$ cat config.mk
export PLATFORM = sky130hd
export DESIGN_NAME = dac_reset_clear_flag
export DESIGN_NICKNAME = d
export VERILOG_FILES = /design/src/common/dac_reset_pkg.sv /design/src/verilog/dac_reset_clear_flag.sv /design/src/verilog/load_pulse_detect.sv
export VERILOG_INCLUDE_DIRS = /design/src /design/src/common
export SDC_FILE = /design/constraint.sdc
export NUM_CORES = 1
export LEC_CHECK = 0
export ABC_AREA = 1
export BUFFER_PORTS_ARGS = -buffer_cell sky130_fd_sc_hd__buf_2
export CAP_MARGIN = 20
export CORE_MARGIN = 8
export CORE_UTILIZATION = 26
export DETAILED_ROUTE_END_ITERATION = 10
export SLEW_MARGIN = 20
export SYNTH_ARGS = -nofsm -noshare
export SYNTH_HDL_FRONTEND = slang
export SYNTH_SLANG_ARGS = --single-unit
$ cat constraint.sdc
create_clock -name ref_clk_in -period 1.4 [get_ports ref_clk_in]
set_clock_uncertainty 0.05 [all_clocks]
set_input_delay 0.07 -clock ref_clk_in [delete_from_list [all_inputs] [get_ports ref_clk_in]]
set_output_delay 0.07 -clock ref_clk_in [all_outputs]
set_load 0.01 [all_outputs]
$ cat src/common/dac_reset_map.svh
// Purpose: Field widths, reset values, readback encodings and timing counts for the clear block
// Assumes: 100 MHz reference clock
// Notes:   Definitions only
`ifndef DAC_RESET_MAP_SVH
`define DAC_RESET_MAP_SVH

// =====================================================
// Field widths and reset values
`define SPAN_W            4
`define CODE_W            16
`define NUM_CH            2
`define SPAN_RESET        4'h0
`define CODE_RESET        16'h0000
// =====================================================
// Readback selector encodings
`define RB_SEL_W          3
`define RB_DAC_SPAN_A     3'h0
`define RB_DAC_CODE       3'h1
`define RB_IN_SPAN        3'h2
`define RB_IN_CODE        3'h3
// =====================================================
// Load pin filter length in cycles
`define LOAD_STABLE_CYC   2'h1

`endif

$ cat src/common/dac_reset_pkg.sv
// Purpose: Types shared by the clear block files
// Assumes: Map header included first
// Notes:   Types only
`include "dac_reset_map.svh"

package dac_reset_pkg;

    // =====================================================
    // Per-channel register set
    typedef struct packed
    {
        logic [`SPAN_W-1:0] span;
        logic [`CODE_W-1:0] code;
    } chan_regs_t;

    // Update request from the command decoder
    typedef struct packed
    {
        logic       valid;
        logic       all;
        logic       chan;
    } update_req_t;

    // Input register write request
    typedef struct packed
    {
        logic               valid;
        logic               all;
        logic               chan;
        logic               is_span;
        logic [`CODE_W-1:0] data;
    } write_req_t;

    typedef enum logic [1:0]
    {
        ST_POWERUP = 2'b00,
        ST_IDLE    = 2'b01,
        ST_FRAME   = 2'b10
    } seq_state_t;

endpackage

$ cat src/verilog/dac_reset_clear_flag.sv
// Purpose: Power-up defaults, system clear and data-integrity flag for a dual DAC
// Assumes: All pins synchronous to ref_clk_in; rst_n_in is the power-on reset
// Notes:   Serial shift engine is outside; it presents decoded requests here
`timescale 1ns/1ps
`include "dac_reset_map.svh"

// Functional notes
// - At power-up every channel span field is zero, the unipolar 0 to 5 V span.
// - At power-up every DAC register is zero so each output starts at zero volts.
// - With strapped spans, the strap is applied to each updated channel on every Update.
// - A low system clear resets every DAC register to zero.
// - A system clear keeps input registers, and a later Update copies them back.
// - A clear after select/load has been low for at least one cycle aborts the serial instruction in progress.
// - The integrity flag goes low at power-up, on system clear and on brown-out.
// - The integrity flag stays low until a valid Update, then goes high.
// - After power-up or clear the readback selection points at channel A span.
// - In manual span mode the active span comes from the three strapping pins.
module dac_reset_clear_flag
    import dac_reset_pkg::*;
(
    // Clock and reset
    input  wire logic                   ref_clk_in,
    input  wire logic                   rst_n_in,
    // Host pins
    input  wire logic                   system_clear_n_in,
    input  wire logic                   load_pulse_n_in,
    input  wire logic                   select_load_n_in,
    input  wire logic                   manual_span_in,
    input  wire logic                   span_pin_2_in,
    input  wire logic                   span_pin_1_in,
    input  wire logic                   span_pin_0_in,
    // Supply monitor
    input  wire logic                   brownout_in,
    // Decoded requests from the shift engine
    input  wire write_req_t             write_req_in,
    input  wire update_req_t            update_req_in,
    input  wire logic                   rb_set_in,
    input  wire logic [`RB_SEL_W-1:0]   rb_sel_in,
    input  wire logic                   rb_chan_in,
    // Status
    output logic                        integrity_flag_n_out,
    output logic                        abort_out,
    output logic [`RB_SEL_W-1:0]        rb_sel_out,
    output logic                        rb_chan_out,
    // Active register sets
    output chan_regs_t [`NUM_CH-1:0]    dac_regs_out,
    output chan_regs_t [`NUM_CH-1:0]    input_regs_out
);

    // =====================================================
    // Decode
    function automatic logic chan_hit(input logic all, input logic chan, input int idx);
        chan_hit = all | (chan == idx[0]);
    endfunction

    logic                load_fire;
    logic                clear_now;
    logic                frame_open;
    logic                any_update;
    logic                strap_pending_reg;
    logic                strap_pending_next;
    logic [`SPAN_W-1:0]  strap_span;
    seq_state_t          state_reg;
    seq_state_t          state_next;
    chan_regs_t [`NUM_CH-1:0] dac_next;
    chan_regs_t [`NUM_CH-1:0] in_next;

    load_pulse_detect u_load
    (
        .ref_clk_in      (ref_clk_in),
        .rst_n_in        (rst_n_in),
        .load_pulse_n_in (load_pulse_n_in),
        .load_fire_out   (load_fire)
    );

    assign clear_now  = ~system_clear_n_in;
    assign frame_open = ~select_load_n_in;
    // Clear suppresses updates in the same cycle
    assign any_update = ~clear_now & ((update_req_in.valid & frame_open) | load_fire);
    assign strap_span = {1'b0, span_pin_2_in, span_pin_1_in, span_pin_0_in};
    assign strap_pending_next = any_update ? 1'b0 : strap_pending_reg;

    // =====================================================
    // Sequencer state
    always_comb
    begin
        state_next = state_reg;
        case (state_reg)
            ST_POWERUP: state_next = ST_IDLE;
            ST_IDLE:    if (frame_open && !clear_now) state_next = ST_FRAME;
            ST_FRAME:   if (clear_now || !frame_open) state_next = ST_IDLE;
            default:    state_next = ST_IDLE;
        endcase
    end

    // =====================================================
    // Register next values
    genvar g;
    generate
        for (g = 0; g < `NUM_CH; g++)
        begin : g_ch
            wire hit_wr = write_req_in.valid & frame_open & ~clear_now
                        & chan_hit(write_req_in.all, write_req_in.chan, g);
            wire hit_up = any_update
                        & (load_fire | chan_hit(update_req_in.all, update_req_in.chan, g));
            wire [`SPAN_W-1:0] up_span = (manual_span_in && strap_pending_reg)
                        ? strap_span : input_regs_out[g].span;
            assign in_next[g].span = (hit_wr && write_req_in.is_span)
                        ? write_req_in.data[`SPAN_W-1:0] : input_regs_out[g].span;
            assign in_next[g].code = (hit_wr && !write_req_in.is_span)
                        ? write_req_in.data : input_regs_out[g].code;
            assign dac_next[g].span = clear_now ? `SPAN_RESET
                        : (hit_up ? (manual_span_in ? strap_span : up_span)
                                  : dac_regs_out[g].span);
            assign dac_next[g].code = clear_now ? `CODE_RESET
                        : (hit_up ? input_regs_out[g].code : dac_regs_out[g].code);
        end
    endgenerate

    // =====================================================
    // Registers
    always_ff @(posedge ref_clk_in or negedge rst_n_in)
    begin
        if (!rst_n_in)
        begin
            state_reg            <= ST_POWERUP;
            strap_pending_reg    <= 1'b1;
            integrity_flag_n_out <= 1'b0;
            abort_out            <= 1'b0;
            rb_sel_out           <= `RB_DAC_SPAN_A;
            rb_chan_out          <= 1'b0;
            dac_regs_out         <= '0;
            input_regs_out       <= '0;
        end
        else
        begin
            state_reg         <= state_next;
            strap_pending_reg <= strap_pending_next;
            dac_regs_out      <= dac_next;
            input_regs_out    <= in_next;
            abort_out         <= clear_now && state_reg == ST_FRAME;
            if (clear_now || brownout_in)
                integrity_flag_n_out <= 1'b0;
            else if (any_update)
                integrity_flag_n_out <= 1'b1;
            if (clear_now)
            begin
                rb_sel_out  <= `RB_DAC_SPAN_A;
                rb_chan_out <= 1'b0;
            end
            else if (rb_set_in && frame_open)
            begin
                rb_sel_out  <= rb_sel_in;
                rb_chan_out <= rb_chan_in;
            end
        end
    end
endmodule

$ cat src/verilog/load_pulse_detect.sv
// Purpose: Falling-edge detect on the active-low load pulse pin
// Assumes: Pin synchronous to the reference clock
// Notes:   One-cycle pulse per falling edge
`timescale 1ns/1ps

module load_pulse_detect
(
    // Clock and reset
    input  wire logic ref_clk_in,
    input  wire logic rst_n_in,
    // Pin and pulse
    input  wire logic load_pulse_n_in,
    output logic      load_fire_out
);

    logic load_prev_reg;

    always_ff @(posedge ref_clk_in or negedge rst_n_in)
    begin
        if (!rst_n_in)
        begin
            load_prev_reg <= 1'b1;
            load_fire_out <= 1'b0;
        end
        else
        begin
            load_prev_reg <= load_pulse_n_in;
            load_fire_out <= load_prev_reg & ~load_pulse_n_in;
        end
    end

endmodule

==> results.toml <==
[grt]
antenna_found_initial = 0
grt_pass1_vias = 3468
grt_pass1_wl_um = 19300
grt_max_degree = 36
track_usage_pct = 13.3
grt-ovfl-total = 0

[sta]
hold_violations = 0
worstMarginPinSlew_ps = 493
relSlewSlack_pct = 67.1
layout_worst_path_cycle_share_pct = 89.4
fmax_mhz = 799
fin_crit_ps = 1250
rsz0062_at_grt = "false"
setup-tns-final_ps = 0
drv_slew = 0
setup_viol = 0

[pwr]
swShare_pct = 29.8
power.switching_mw = 2.10
comb_power_share_pct = 19.1
p_leak_nw = 2.95
pwr-share-clk_pct = 34.3
power_per_cell_area_nw_per_um2 = 1360
seqPwrFrac_pct = 46.6
peakVddDrop_mv = 0.742
p_int_mw = 4.95
finalPower_mw = 7.05

[synth]
syn_area_per_cell_um2 = 8.88
yosysSeqAreaShare_pct = 59.7
yosysTopAreaCellShare_pct = 59.0
ys_seq_elements = 90
syn-cell-area_um2 = 3770
synthTopCellsByCount = "nand2_1 (151), nand3_1 (124), dfrtp_1 (89)"
yosys-top-cells-area = "dfrtp_1 (59%), nand3_1 (16%), nand2_1 (15%)"
syn_inst = 425
ys_warn_count = 0
synth_top_cell_by_area = "dfrtp_1"
synth-edff-count = 0
yosysMostFrequentCell = "nand2_1"
synth-async-reset-ratio_pct = 100
synthFlopType = "dfrtp_1"
synth_cell_type_count = 18
syn_nets = 463

[drt]
wl_met1_um = 5230
drt-vias-per-instance = 4.55
wl_met3_um = 927
first_pass_iters = 5
routedWlPerCell_um = 16.1
route.met2.wl_um = 6010
ant_nets = 0
highest_layer = "met4"
drtIter0Drc = 209
routed_wl_um = 12300
drc = 0
num_vias = 3471

[clock_tree]
clk_pin_slew_worst_paths_ps = 70
cts_tree = "done"
cts_max_level = 3
clockBufferDepth = 2
cts_root_buf = "clkbuf_16"
numCtsBuffers = 9
cts_resized = 0
clk_latency_ps = 340
cts.sinks = 90

[critical_path]
worst_path_max_delay_cell = "dlygate4sd3_1"
r2r_setup_slack_ps = 210
cpMostUsedCell = "dlygate4sd3_1"
critPathKind = "in2reg"
worst-path-max-fanout = 1
crit_buf_inv = 3
cp-end-kind = "flop"
cp_top_family = "buffers and inverters"
worstPathArrival_ps = 1460
crit_path_start_kind = "input pin"
crit_required_ps = 1610
max_stage_delay_ps = 560
crit_chain = "dlygate4sd3_1 > buf_2 > nand3_1 > dlygate4sd3_1 > a21oi_1"

[floorplan]
die_x_um = 136
io-pin-count = 124
rows = 44
core-area_um2 = 14400
dieHeight_um = 136
die_area_um2 = 18600
start_util_pct = 26.3

[finish]
n_antenna_cell = 0
fin_util_pct = 36.1
finalNetCount = 612
nFillCells = 1477
syn_to_final_growth_pct = 37.6
top_regs = "dac_regs_out x40, input_regs_out x40, rb_sel_out x3"
final_area_um2 = 5190
drive_above_1_share_pct = 28.0

[min_path]
hold_path.class = "in2reg"

[place]
dp_hpwl_um = 9560
post_dp_cell_area_um2 = 4640
place_congestion = 0.795
port_buffers = 123

[outcome]
status = "completed"

[run]
maxCapViolCount = 0
-- per-layer routing --
layer | vias to the layer above | GRT usage, %
li1 | 1689 | -
met1 | 1657 | 15.9
met2 | 115 | 22.6
met3 | 10 | 4.51
met4 | 0 | 3.11
met5 | - | 0
-- final cells by class --
type	count	area (µm²)	area share, %
Clock inverter	4	51.3	0.988
Timing Repair Buffer	166	1050	20.3
Multi-Input combinational cell	296	1320	25.3
Tap cell	184	230	4.43
Sequential cell	90	2250	43.4
Inverter	11	41.3	0.795
Clock buffer	12	246	4.75
-- what timing repair did --
item | 4_1_cts | 5_1_grt
buffers inserted | 0 | 0
hold endpoints to repair | 81 | 0
hold buffers | 25 | 0
-- power by group through the flow --
stage	Combinational (mW)	Sequential [mW]	Clock, mW
after floorplan	0.459	3.41	0
after global placement	1.31	3.32	0
after detailed placement	1.33	3.33	0
after CTS	1.39	3.29	2.49
after global routing	1.51	3.33	2.60
final	1.35	3.28	2.42
-- metrics by stage --
step	setup slack (ps)	hold slack [ps]	std cells
detailed placement	156	27.1	722
floorplan	328	-276	425
finish	148	24.5	763
global route	103	38.0	763
CTS	159	9.04	763
global placement	217	15.6	722
-- worst min-delay path, stage by stage --
cell,delay (ps)
buf_2,160
nand3_1,100
nand2_1,50
-- cell usage in the layout, fill, tap and decap left out, drive strengths merged --
master       count
a21oi            1
buf            141
bufinv           1
clkbuf          12
clkinv           3
clkinvlp         1
dfrtp           89
dfstp            1
dlygate4sd3     25
inv             10
nand2          154
nand3          125
nand4            4
nor2            11
o21ai            1
-- kinds of logic (layout without fill, tap and decap cells) --
family          Yosys count  in the layout  synth area share, %
flops                    90             90                 59.7
compound gates            2              2                0.265
buf+inv                  39            193                 5.41
simple gates            294            294                 34.6
-- path summary, 6_finish.rpt --
check                                  endpoint                 start  depth (start not counted)
setup / recovery                  rb_sel_out[2]          rb_sel_in[2]                          5
hold / removal               input_regs_out[18]      write_req_in[16]                          3
setup reg to reg               dac_regs_out[12]  u_load.load_fire_out                          6
hold reg to reg            u_load.load_fire_out  u_load.load_prev_reg                          2
max in group asynchronous      dac_regs_out[12]              rst_n_in                          3
min in group asynchronous    input_regs_out[39]              rst_n_in                          2
(Power assumes the default switching activity.)
